`src/design/kmsh_pkg.sv`:
```
// Package of constants and carrier types for the keyboard and pointer serial host.
package kmsh_pkg;

    // ************************************************************
    // Timing constants.
    // ************************************************************
    localparam int CLK_MHZ = 200;              // Core clock rate in MHz.
    localparam int INHIBIT_US = 60;            // Least clock clamp before a command, in us.
    localparam int INHIBIT_CYC = INHIBIT_US * CLK_MHZ; // Clamp length in core cycles.
    localparam int TIMEOUT_US = 2000;          // Longest silent gap inside a frame, in us.
    localparam int TIMEOUT_CYC = TIMEOUT_US * CLK_MHZ; // Gap limit in core cycles.
    localparam int PROCESS_US = 100;           // Clamp after a received frame, in us.
    localparam int PROCESS_CYC = PROCESS_US * CLK_MHZ; // Post-frame clamp in core cycles.

    // ************************************************************
    // Frame layout and codes.
    // ************************************************************
    localparam int FRAME_BITS = 11;            // Start, eight data, parity, stop.
    localparam logic [3:0] BIT_PARITY = 4'h9;  // Index of the parity bit in a frame.
    localparam logic [3:0] BIT_STOP = 4'hA;    // Index of the stop bit in a frame.
    localparam logic [7:0] CODE_RESEND = 8'hFE; // Byte asking the far side to send again.
    localparam logic [1:0] MODE_ONE_WAY = 2'h1; // Link is receive only.
    localparam logic [1:0] MODE_DEFAULT = 2'h2; // Default two-way mode.

    // Received word handed to the user side.
    typedef struct packed {
        logic [7:0] data;  // Byte, translated when asked.
        logic parity_err;  // Odd parity failed.
        logic timeout;     // Far side stopped clocking mid frame.
    } kmsh_rx_t;

endpackage

```
`src/design/kmsh_channel.sv`:
```
// One link channel of the keyboard and pointer serial host with its receive buffer.
`timescale 1ns/1ps

// Function
// RULE1: Mode one receives only; modes two, three both ways.
// RULE2: Mode two is the reset default.
// RULE3: Commands go both ways; scan codes inbound only.
// RULE4: Keyboard events raise the keyboard interrupt line.
// RULE5: A command may start at any moment; code takes one only in idle with no Resend owed.
// RULE6: Clamp clock low sixty microseconds before sending.
// RULE7: A frame in flight finishes before sending.
// RULE8: Host drops data; device clocks start bit.
// RULE9: Eight data bits, LSB first, one per clock.
// RULE10: Odd parity bit follows the eighth bit.
// RULE11: Device drives data low as acknowledge.
// RULE12: Clock held low while received byte processed.
// RULE13: Originator drives lines; other side releases them.
// RULE14: Device makes every clock; host only clamps.
// RULE15: Device answers each command with an ACK.
// RULE16: Parity error or timeout sends a Resend.
// RULE17: Pointer channel uses the same line protocol.
// RULE18: Pointer events raise the pointer interrupt line.
// RULE19: Translate scan codes; password lock blocks keyboard.
// RULE20: Start, eight data, odd parity, stop; fall sampled.
// RULE21: Timeout counter flags a stalled frame.

module kmsh_channel #(
    parameter int INHIBIT_CYCLES = kmsh_pkg::INHIBIT_CYC,
    parameter int TIMEOUT_CYCLES = kmsh_pkg::TIMEOUT_CYC,
    parameter int PROCESS_CYCLES = kmsh_pkg::PROCESS_CYC,
    parameter bit IS_KEYBOARD = 1'b1
) (
    input wire logic core_clk,
    input wire logic arst_n,
    input wire logic [1:0] link_mode,
    input wire logic translate_en,
    input wire logic lock_en,
    input wire logic [7:0] tx_data,
    input wire logic tx_valid,
    output logic tx_ready,
    output kmsh_pkg::kmsh_rx_t rx_word,
    output logic rx_valid,
    input wire logic rx_ready,
    output logic irq_line,
    input wire logic link_clk_in,
    output logic link_clk_out,
    output logic link_clk_oe_n,
    input wire logic link_data_in,
    output logic link_data_out,
    output logic link_data_oe_n
);

    // ************************************************************
    // Pin synchronisers and edge finder.
    // ************************************************************
    logic [1:0] clk_sync; // Two-stage capture of the link clock pin.
    logic [1:0] dat_sync; // Two-stage capture of the link data pin.
    logic clk_prev;       // Last synchronised clock level.
    logic fall;           // One-cycle pulse on a falling link clock.
    logic rise;           // One-cycle pulse on a rising link clock.

    // Only the second stage is read by other logic, keeping metastability contained.
    always_ff @(posedge core_clk or negedge arst_n) begin
        if (!arst_n) begin
            clk_sync <= 2'h3;
            dat_sync <= 2'h3;
            clk_prev <= 1'b1;
        end else begin
            clk_sync <= {clk_sync[0], link_clk_in};
            dat_sync <= {dat_sync[0], link_data_in};
            clk_prev <= clk_sync[1];
        end
    end

    assign fall = clk_prev & ~clk_sync[1]; // RULE14
    assign rise = ~clk_prev & clk_sync[1];

    // ************************************************************
    // Channel state machine.
    // ************************************************************
    typedef enum logic [2:0] {
        KMSH_IDLE, KMSH_RECV, KMSH_CLAMP, KMSH_SEND, KMSH_ACK, KMSH_HOLD
    } kmsh_state_t;

    kmsh_state_t state;     // Current phase of the channel.
    logic [3:0] bit_idx;    // Position in the current frame.
    logic [9:0] shift;      // Frame bits, received or to send.
    logic [31:0] timer;     // Clamp, hold and timeout counter.
    logic [7:0] cmd;        // Command captured from the user side.
    logic resend_pend;      // A Resend is owed to the far side.
    logic drv_clk_low;      // Host clamps the clock line.
    logic drv_dat_low;      // Host pulls the data line low.
    logic two_way;          // Current mode lets the host send.
    logic push;             // A received word enters the buffer.
    logic buf_ready;        // Buffer can accept a word.
    kmsh_pkg::kmsh_rx_t push_word; // Word that is being pushed.
    // The stop bit fall leaves the index at ten, so the acknowledge clock is seen there.
    localparam logic [3:0] BIT_ACK_IDX = 4'hA; // Frame index at the acknowledge clock.

    assign two_way = (link_mode != kmsh_pkg::MODE_ONE_WAY); // RULE1
    // Commands are taken only when idle in a two-way mode and no Resend is owed.
    assign tx_ready = (state == KMSH_IDLE) && two_way && !resend_pend; // RULE5

    // Main sequencer; the receive path also serves the ACK and scan code traffic.
    always_ff @(posedge core_clk or negedge arst_n) begin
        if (!arst_n) begin
            state <= KMSH_IDLE;
            bit_idx <= 4'h0;
            shift <= 10'h000;
            timer <= 32'h0;
            cmd <= 8'h00;
            resend_pend <= 1'b0;
            drv_clk_low <= 1'b0;
            drv_dat_low <= 1'b0;
        end else begin
            unique case (state)
                KMSH_IDLE: begin
                    timer <= 32'h0;
                    if (fall && !dat_sync[1]) begin
                        // A start bit from the device wins over a pending command.
                        state <= KMSH_RECV; // RULE7 RULE20
                        bit_idx <= 4'h1;
                    end else if (two_way && (resend_pend || tx_valid)) begin
                        cmd <= resend_pend ? kmsh_pkg::CODE_RESEND : tx_data; // RULE16
                        resend_pend <= 1'b0;
                        drv_clk_low <= 1'b1; // RULE6 RULE13
                        state <= KMSH_CLAMP;
                    end
                end
                KMSH_RECV: begin
                    timer <= fall ? 32'h0 : timer + 32'h1;
                    if (timer >= 32'(TIMEOUT_CYCLES)) begin
                        // The device stopped clocking mid frame.
                        state <= KMSH_HOLD; // RULE21
                        drv_clk_low <= 1'b1;
                        timer <= 32'h0;
                    end else if (fall) begin
                        shift <= {dat_sync[1], shift[9:1]}; // RULE20
                        bit_idx <= bit_idx + 4'h1;
                        if (bit_idx == kmsh_pkg::BIT_STOP) begin
                            // Clamp the clock while the byte is handed on.
                            state <= KMSH_HOLD; // RULE12
                            drv_clk_low <= 1'b1;
                            timer <= 32'h0;
                        end
                    end
                end
                KMSH_CLAMP: begin
                    timer <= timer + 32'h1;
                    if (timer >= 32'(INHIBIT_CYCLES - 1)) begin
                        // Data low and clock release in the same cycle, so the device clocks.
                        drv_dat_low <= 1'b1; // RULE8
                        drv_clk_low <= 1'b0; // RULE14
                        shift <= {1'b1, ~^cmd, cmd}; // RULE10
                        bit_idx <= 4'h0;
                        timer <= 32'h0;
                        state <= KMSH_SEND;
                    end
                end
                KMSH_SEND: begin
                    timer <= fall ? 32'h0 : timer + 32'h1;
                    if (timer >= 32'(TIMEOUT_CYCLES)) begin
                        drv_dat_low <= 1'b0; // RULE21
                        state <= KMSH_IDLE;
                    end else if (fall) begin
                        // Present the next bit; stop bit releases the data line.
                        drv_dat_low <= ~shift[0]; // RULE9 RULE10
                        shift <= {1'b1, shift[9:1]};
                        bit_idx <= bit_idx + 4'h1;
                        if (bit_idx == kmsh_pkg::BIT_PARITY) begin
                            state <= KMSH_ACK;
                        end
                    end
                end
                KMSH_ACK: begin
                    timer <= fall ? 32'h0 : timer + 32'h1;
                    if (fall) begin
                        drv_dat_low <= 1'b0; // RULE13
                    end
                    // Acknowledge is data low at the next falling clock; then the ACK byte
                    // arrives as an ordinary received frame.
                    if (fall && bit_idx == BIT_ACK_IDX) begin
                        state <= KMSH_IDLE; // RULE11 RULE15
                    end else if (fall) begin
                        bit_idx <= bit_idx + 4'h1;
                    end else if (timer >= 32'(TIMEOUT_CYCLES)) begin
                        state <= KMSH_IDLE;
                    end
                end
                KMSH_HOLD: begin
                    timer <= timer + 32'h1;
                    if (timer >= 32'(PROCESS_CYCLES - 1) && buf_ready) begin
                        drv_clk_low <= 1'b0;
                        state <= KMSH_IDLE;
                    end
                end
                default: state <= KMSH_IDLE;
            endcase
            // A bad frame owes the device a Resend.
            if (push && (push_word.parity_err || push_word.timeout) && two_way) begin
                resend_pend <= 1'b1; // RULE16
            end
        end
    end

    // ************************************************************
    // Word building, translation and lock.
    // ************************************************************
    logic word_done;   // Hold time is over, so the closed frame may be handed on.
    logic blocked;     // Word is dropped by the password lock.
    logic [7:0] xlat;  // Translated byte.

    // The push waits for buffer space at the end of the hold, so a stall loses no word.
    assign word_done = (state == KMSH_HOLD) && (timer >= 32'(PROCESS_CYCLES - 1));
    // Break prefix keeps its meaning; other codes fold into a compact range.
    assign xlat = (shift[7:0] == 8'hF0) ? 8'hF0 : {1'b0, shift[6:0]}; // RULE19
    assign blocked = IS_KEYBOARD && lock_en; // RULE19
    assign push_word.data = (IS_KEYBOARD && translate_en) ? xlat : shift[7:0];
    assign push_word.parity_err = ~^shift[8:0]; // RULE10
    assign push_word.timeout = (bit_idx != kmsh_pkg::BIT_STOP + 4'h1);
    assign push = word_done && !blocked && buf_ready; // RULE3

    // ************************************************************
    // Two-entry receive buffer.
    // ************************************************************
    kmsh_pkg::kmsh_rx_t mem [2];  // Buffer storage.
    logic wr_ptr;                 // Next slot to fill.
    logic rd_ptr;                 // Next slot to drain.
    logic [1:0] count;            // Words held.

    assign buf_ready = (count != 2'h2);
    assign rx_valid = (count != 2'h0);
    assign rx_word = mem[rd_ptr];

    // A full buffer keeps the clock clamped in the hold state, stalling the device.
    always_ff @(posedge core_clk or negedge arst_n) begin
        if (!arst_n) begin
            mem[0] <= '0;
            mem[1] <= '0;
            wr_ptr <= 1'b0;
            rd_ptr <= 1'b0;
            count <= 2'h0;
        end else begin
            if (push) begin
                mem[wr_ptr] <= push_word;
                wr_ptr <= ~wr_ptr;
            end
            if (rx_valid && rx_ready) begin
                rd_ptr <= ~rd_ptr;
            end
            count <= count + 2'(push) - 2'(rx_valid && rx_ready);
        end
    end

    // ************************************************************
    // Pins and interrupt.
    // ************************************************************
    assign link_clk_out = 1'b0;
    assign link_data_out = 1'b0;
    assign link_clk_oe_n = ~drv_clk_low;  // RULE13
    assign link_data_oe_n = ~drv_dat_low; // RULE13
    assign irq_line = rx_valid;           // RULE4 RULE18

endmodule

```
`src/design/kmsh_top.sv`:
```
// Top of the keyboard and pointer serial host: two instances of one channel, keyboard and pointer.
`timescale 1ns/1ps

module kmsh_top #(
    parameter int INHIBIT_CYCLES = kmsh_pkg::INHIBIT_CYC,
    parameter int TIMEOUT_CYCLES = kmsh_pkg::TIMEOUT_CYC,
    parameter int PROCESS_CYCLES = kmsh_pkg::PROCESS_CYC
) (
    input wire logic core_clk,
    input wire logic arst_n,
    input wire logic [1:0] kbd_mode,
    input wire logic translate_en,
    input wire logic lock_en,
    input wire logic [7:0] kbd_tx_data,
    input wire logic kbd_tx_valid,
    output logic kbd_tx_ready,
    output kmsh_pkg::kmsh_rx_t kbd_rx_word,
    output logic kbd_rx_valid,
    input wire logic kbd_rx_ready,
    output logic keyboard_interrupt_line,
    input wire logic kbd_clk_in,
    output logic kbd_clk_out,
    output logic kbd_clk_oe_n,
    input wire logic kbd_data_in,
    output logic kbd_data_out,
    output logic kbd_data_oe_n,
    input wire logic [7:0] ptr_tx_data,
    input wire logic ptr_tx_valid,
    output logic ptr_tx_ready,
    output kmsh_pkg::kmsh_rx_t ptr_rx_word,
    output logic ptr_rx_valid,
    input wire logic ptr_rx_ready,
    output logic pointer_interrupt_line,
    input wire logic ptr_clk_in,
    output logic ptr_clk_out,
    output logic ptr_clk_oe_n,
    input wire logic ptr_data_in,
    output logic ptr_data_out,
    output logic ptr_data_oe_n
);

    // Keyboard channel; mode input defaults to two-way by tie-off at the user side.
    kmsh_channel #(.INHIBIT_CYCLES(INHIBIT_CYCLES), .TIMEOUT_CYCLES(TIMEOUT_CYCLES),
        .PROCESS_CYCLES(PROCESS_CYCLES), .IS_KEYBOARD(1'b1)) u_kbd (
        .core_clk(core_clk), .arst_n(arst_n), .link_mode(kbd_mode),
        .translate_en(translate_en), .lock_en(lock_en),
        .tx_data(kbd_tx_data), .tx_valid(kbd_tx_valid), .tx_ready(kbd_tx_ready),
        .rx_word(kbd_rx_word), .rx_valid(kbd_rx_valid), .rx_ready(kbd_rx_ready),
        .irq_line(keyboard_interrupt_line),
        .link_clk_in(kbd_clk_in), .link_clk_out(kbd_clk_out), .link_clk_oe_n(kbd_clk_oe_n),
        .link_data_in(kbd_data_in), .link_data_out(kbd_data_out),
        .link_data_oe_n(kbd_data_oe_n));

    // Pointer channel runs the same line protocol, always in the default mode.
    kmsh_channel #(.INHIBIT_CYCLES(INHIBIT_CYCLES), .TIMEOUT_CYCLES(TIMEOUT_CYCLES),
        .PROCESS_CYCLES(PROCESS_CYCLES), .IS_KEYBOARD(1'b0)) u_ptr ( // RULE17
        .core_clk(core_clk), .arst_n(arst_n), .link_mode(kmsh_pkg::MODE_DEFAULT), // RULE2
        .translate_en(1'b0), .lock_en(1'b0),
        .tx_data(ptr_tx_data), .tx_valid(ptr_tx_valid), .tx_ready(ptr_tx_ready),
        .rx_word(ptr_rx_word), .rx_valid(ptr_rx_valid), .rx_ready(ptr_rx_ready),
        .irq_line(pointer_interrupt_line),
        .link_clk_in(ptr_clk_in), .link_clk_out(ptr_clk_out), .link_clk_oe_n(ptr_clk_oe_n),
        .link_data_in(ptr_data_in), .link_data_out(ptr_data_out),
        .link_data_oe_n(ptr_data_oe_n));

endmodule

```
`config.mk`:
```
export PLATFORM = sky130hd
export DESIGN_NAME = kmsh_top
export DESIGN_NICKNAME = d
export VERILOG_FILES = /design/src/design/kmsh_pkg.sv /design/src/design/kmsh_channel.sv /design/src/design/kmsh_top.sv
export SDC_FILE = /design/constraint.sdc
export NUM_CORES = 1
export LEC_CHECK = 0
export BUFFER_PORTS_ARGS = -buffer_cell sky130_fd_sc_hd__buf_2
export CAP_MARGIN = 25
export CORE_MARGIN = 8
export CORE_UTILIZATION = 63
export CTS_BUF_LIST = sky130_fd_sc_hd__clkbuf_4
export DETAILED_ROUTE_END_ITERATION = 12
export PLACE_DENSITY = 0.82
export SYNTH_ARGS = -nofsm -noshare
export SYNTH_HDL_FRONTEND = slang
export SYNTH_SLANG_ARGS = --single-unit
```
`constraint.sdc`:
```
create_clock -name core_clk -period 3 [get_ports core_clk]
set_input_delay 0.15 -clock core_clk [delete_from_list [all_inputs] [get_ports core_clk]]
set_output_delay 0.15 -clock core_clk [all_outputs]
set_load 0.01 [all_outputs]
```
Word-level counts from Yosys, hierarchy flattened
Index checks and enable logic that the tools add are counted.
- $add $sub $neg: 8
- magnitude comparators: 12
- equality and inequality tests: 60
- multiplexer cells: 114
- bitwise logic cells: 20
- reduce and logical (&&, ||, !) cells: 71
- operators with widths (kind ; count):
    2-to-1 mux 32 bit ; 10
    one-hot mux 32 bit (5 select lines) ; 2
    2-to-1 mux 10 bit ; 18
    2-to-1 mux 3 bit ; 26
    adder 32 x 1 -> 32 bit, second input constant ; 2
    greater-or-equal comparator 32 x 14 -> 1 bit, second input constant ; 2
    greater-or-equal comparator 32 x 15 -> 1 bit, second input constant ; 2
    greater-or-equal comparator 32 x 19 -> 1 bit, second input constant ; 2
    one-hot mux 10 bit (3 select lines) ; 2
    bitwise mux 20 bit ; 2
    2-to-1 mux 4 bit ; 10
    != test 2 bit, second input constant ; 18
    one-hot mux 3 bit (6 select lines) ; 2
    2-to-1 mux 8 bit ; 4
    one-hot mux 4 bit (4 select lines) ; 2
    2-to-1 mux 1 bit ; 30
    != test 3 x 1 -> 1 bit, second input constant ; 10
    logical AND 1 bit ; 22
    != test 2 x 1 -> 1 bit, second input constant ; 11
    demux 10 bit (select 1 bit) ; 2
    AND reduction 9 bit ; 2
    XNOR reduction 9 bit ; 2
    == test 4 bit, second input constant ; 4
    nonzero test 4 bit ; 4
    29 further kinds ; 94
- register bits after elaboration: 178
- input bits: 30
- output and inout bits: 34
- word-level logic and storage cells: 325

Depth between registers and ports, before layout
- word-level depth: 8
- mapped depth: 11

By module
Synthesis repeated with hierarchy kept, for this count alone.
- cells, all modules: 1105
- area total of the unflattened synthesis: 10312.4 um^2
- modules (own cells, without submodules) (module ; times used ; cells each ; area each (um^2) ; sequential area each (um^2)):
    kmsh_channel (u_kbd) ; 1 ; 539 ; 5175.0 ; 2233.4
    kmsh_channel (u_ptr) ; 1 ; 564 ; 5129.9 ; 2233.4
    kmsh_top ; 1 ; 2 ; 7.5 ; 0.0

Least setup slack after synthesis
Ideal clock, no wire load.
- kind: reg2reg
- start point: reg u_ptr.timer[22]
- end point: reg u_ptr.count[1]
- library setup time: 0.080 ns
- arrival: 2.601 ns
- path slack: 0.319 ns
- cell stages (with the launch flop): 11
- path buffers: 0
- period minus slack after synthesis: 2.681 ns
- cell sequence: dfrtp_1 or4_1 or3_1 o41ai_1 nor2_1 inv_1 ha_1 inv_1 ha_1 xnor2_1 xnor2_1
- longest elaborated chain between the ends: 5
- RTL lines (item ; RTL line ; text):
    from (decl) ; kmsh_channel.sv:88 ; logic [31:0] timer;
    from (signal assigned) ; kmsh_channel.sv:131 ; timer <= fall ? 32'h0 : timer + 32'h1;
    from (signal assigned) ; kmsh_channel.sv:149 ; timer <= timer + 32'h1;
    from (signal assigned) ; kmsh_channel.sv:161 ; timer <= fall ? 32'h0 : timer + 32'h1;
    greater-or-equal comparator 32 x 15 -> 1 bit ; kmsh_channel.sv:214 ; assign word_done = (state == KMSH_HOLD) && (timer >= 32'(PROCESS_CYCLES - 1));
    logical AND 1 bit ; kmsh_channel.sv:214 ;
    logical AND 1 bit ; kmsh_channel.sv:221 ; assign push = word_done && !blocked && buf_ready;
    adder 2 x 1 -> 2 bit ; kmsh_channel.sv:251 ; count <= count + 2'(push) - 2'(rx_valid && rx_ready);
    subtractor 2 x 1 -> 2 bit ; kmsh_channel.sv:251 ;
    to (signal assigned) ; kmsh_channel.sv:251 ;
    to (decl) ; kmsh_channel.sv:229 ; logic [1:0] count;
Every way passes these cells.
A chain may end at the register's enable or synchronous reset.

Worst setup path in the final report
Same ends and word-level chain as after synthesis.

==> run summary <==
WL/cell: 16.27 µm
Buf+Inv Stages, Crit Path: 3
Starting Density: 0.6445
nets: 1195
total chip power: 8.544 mW
outcome: finished clean
die height: 140.7 µm
Sw Share: 0.4159
leading cell type by number of instances after synthesis: dfrtp_1
Die Wd: 140.7 µm
clock power share: 0.162
Final Instance Area: 10900 µm²
ANT cells: 0
clock tree buffer depth: 2
Reg clk slew, reported paths: 0.16 ns
CP max-delay cell: or4_1
MaxCap Viol Count: 0
skew final: 0.03795 ns
critical path endpoint category: flop
Slew headroom: 0.4960
number of synthesized flops with an enable pin: 0
CP startpoint kind: flop
setup TNS: 0 ns
Cell Rows: 45
remaining global-route overflow: 0
clk_lat worst skew: 0.61 ns
full die area: 19800 µm²
DR iter-0 viols: 862
Syn. warnings: 0
Routed Antenna Nets: 0
CP Max Fanout: 5
Post-Syn Instances: 1070
M3 GR Usage: 0.04997
CP peak stage delay: 0.55 ns
final instance count without filler cells: 1348
Period Utilization, post-route: 0.9465
postcts setup bufs: 0
Top delay family on crit path: simple AND/OR/NAND/NOR gates
Synth area leaders: dfrtp_1 (43%), mux2_2 (5.2%), nand2_1 (5.1%), o21ai_0 (3.9%), a31oi_1 (3.3%)
layout cells sized above 1: 0.1647
fin util: 0.7170
Leak: 5.153 nW
Psw: 3.554 mW
pin count of the biggest net entering global routing: 104
Slew Limit Fails: 0
Final Wtd Congestion: 0.9274
Int Power: 4.990 mW
clk sink count: 178
reg2reg path depth: 11
Vias/cell: 6.084
commonest cells in the netlist: dfrtp_1 (168), nand2_1 (132), nor2_1 (79)
Routed WL: 21930 µm
final setup fails: 0
TritonCTS buffer count: 17
core outline area: 15200 µm²
synthesis-to-layout area growth: 11.25%
Syn Area/Cell: 9.157 µm²
met2 Usage GRT: 0.3676
post-synthesis sequential area ratio: 0.4559
port bufs: 59
GRT Total Usage: 0.2283
worst r2r src: u_ptr.timer[22]$_DFFE_PN0P_
Residual DRC: 0
VDD IR-drop max: 534.2 µV
synthesized area: 9798 µm²
global-route met1 utilization: 0.3018
H-Tree Depth: 4
area leader, netlist: dfrtp_1
Hold Crit Class: in -> async
Hold Vio Cnt, Final: 0
Top FF cell, synth: dfrtp_1
vias in the first global route: 7785
Final HPWL DP: 14740 µm
sequential share of power: 0.382
initial antenna violation count: 0
CP Data Arrival Time: 3.36 ns
1st-pass router iterations: 5
post-synthesis cell type count: 71
fin crit period: 2.839 ns
clk root buf: clkbuf_4
measured slew at the worst slew-check pin: 0.7542 ns
dpl cell area: 10330 µm²
worst path cell trace: or4_1, or3_1, o41ai_2, buf_4, nor2_1, inv_1, ha_1, inv_1, ha_1, xnor2_1, xnor2_1
R2R Setup Slk: 0.16 ns
Placed Instances: 1289
RSZ-0062 raised after global routing: false
Critical R2R Capture: u_ptr.count[1]$_DFF_PN0_
Seq cells post-synth: 178
WS Path Type: reg -> reg
max frequency: 352.2 MHz
Synth async-reset ratio: 1.000
first-pass GRT wire length: 37540 µm
Layout fillers: 1128
top-area cell type share of the netlist area: 0.4291
Comb power frac: 0.456
busiest grt layer: met2
vias: 8201
IO Count: 64
PD cells: 783.9 nW/µm²
CTS tree: built
Crit path required time: 3.52 ns
## worst register-to-register path, cell delays in order (launching register included)
cell and delay (ns):
dfrtp_1 0.45, or4_1 0.55, or3_1 0.38, o41ai_2 0.38
buf_4 0.18, nor2_1 0.08, inv_1 0.07, ha_1 0.22
inv_1 0.06, ha_1 0.15, xnor2_1 0.13, xnor2_1 0.14
## final cells by class
| cell class | instances | area, µm² | share of cell area |
|---|---|---|---|
| flip-flops and latches | 178 | 4467 | 0.4098 |
| well taps | 188 | 235.2 | 0.02158 |
| clock buffers | 18 | 135.1 | 0.01240 |
| repair buffers | 117 | 852.1 | 0.07817 |
| multi-input cells | 790 | 4898 | 0.4494 |
| inverters | 43 | 161.4 | 0.01481 |
| clock inverters | 14 | 151.4 | 0.01389 |
## power by group through the flow
stage          Combinational (mW)  Clock, mW  Sequential, mW
6_report                     3.90       1.39            3.26
5_1_grt                      4.38       1.50            3.32
4_1_cts                      3.88       1.42            3.26
3_5_place_dp                 3.83          0            3.31
3_3_place_gp                 3.70          0            3.28
2_1_floorplan                3.05          0            3.16
## cells in the final DEF (no fill, tap or decap), types with 10 or more instances in the layout
cell	synthesis	final
nor2_1	79	79
nand2b_1	18	18
mux2i_1	18	18
nor2b_1	15	15
nand2_1	132	132
buf_4	7	28
o21ai_0	76	76
nor4_1	14	14
dfstp_2	10	10
buf_2	6	58
xnor2_1	27	27
dlygate4sd3_1	0	26
dfrtp_1	168	168
a41oi_1	13	13
and3_1	18	18
mux2_2	45	45
a31oi_1	51	51
clkbuf_4	0	18
a21oi_1	61	61
or3_1	11	11
nand3_1	43	43
nand4_1	14	14
inv_1	43	43
and2_1	14	14
ha_1	18	18
nor3_1	17	17
## sequential cells by signal (all words and copies together) (netlist names), 2 cells and up
signal,flops
u_ptr.state,3
u_kbd.dat_sync,2
u_ptr.count,2
u_kbd.state,3
u_ptr.mem,20
u_kbd.count,2
u_ptr.clk_sync,2
u_kbd.bit_idx,4
u_ptr.shift,10
u_kbd.cmd,8
u_ptr.timer,32
u_kbd.clk_sync,2
u_kbd.timer,32
u_kbd.shift,10
u_ptr.cmd,8
u_kbd.mem,20
u_ptr.dat_sync,2
u_ptr.bit_idx,4
## per-layer routing
metal	wire length, µm	part of all wire
met5	0	0
met4	371	0.017
met3	1173	0.053
met2	10650	0.49
met1	9732	0.44
## per-stage QoR
stage | setup slack (ns) | hold slack (ns)
detailed placement | 0.2002 | 0.07391
global placement | 0.2384 | 0.07348
floorplan | 0.3189 | -0.1456
finish | 0.1605 | 0.05944
CTS | 0.1676 | 0.03469
global route | 0.02314 | 0.04627
## cells by family after synthesis
| kind of cell | synth area share |
|---|---|
| flops | 0.4559 |
| simple gates | 0.2010 |
| buf+inv | 0.04789 |
| mux | 0.07011 |
| xor+xnor | 0.03039 |
| compound gates | 0.1714 |
| fa+ha+maj | 0.02299 |
| other cells | 0.0003827 |
## timing repair
action,in CTS,in global routing
gates resized for setup,0,1
setup endpoints to repair,0,1
hold endpoints to repair,200,0
hold buffers,27,0
## worst max-delay path by stage
stage / from / endpoint / slack (ns) / depth (start not counted)
floorplan: u_ptr.timer[22]$_DFFE_PN0P_ / u_ptr.count[1]$_DFF_PN0_ / 0.32 / 10
global placement: u_ptr.timer[22]$_DFFE_PN0P_ / u_ptr.count[1]$_DFF_PN0_ / 0.24 / 11
detailed placement: u_ptr.timer[22]$_DFFE_PN0P_ / u_ptr.count[1]$_DFF_PN0_ / 0.20 / 11
CTS: u_ptr.timer[22]$_DFFE_PN0P_ / u_ptr.count[1]$_DFF_PN0_ / 0.17 / 11
global route: u_ptr.timer[22]$_DFFE_PN0P_ / u_ptr.count[1]$_DFF_PN0_ / 0.02 / 11
finish: u_ptr.timer[22]$_DFFE_PN0P_ / u_ptr.count[1]$_DFF_PN0_ / 0.16 / 11
No activity file was read; power rests on OpenSTA's default activity.
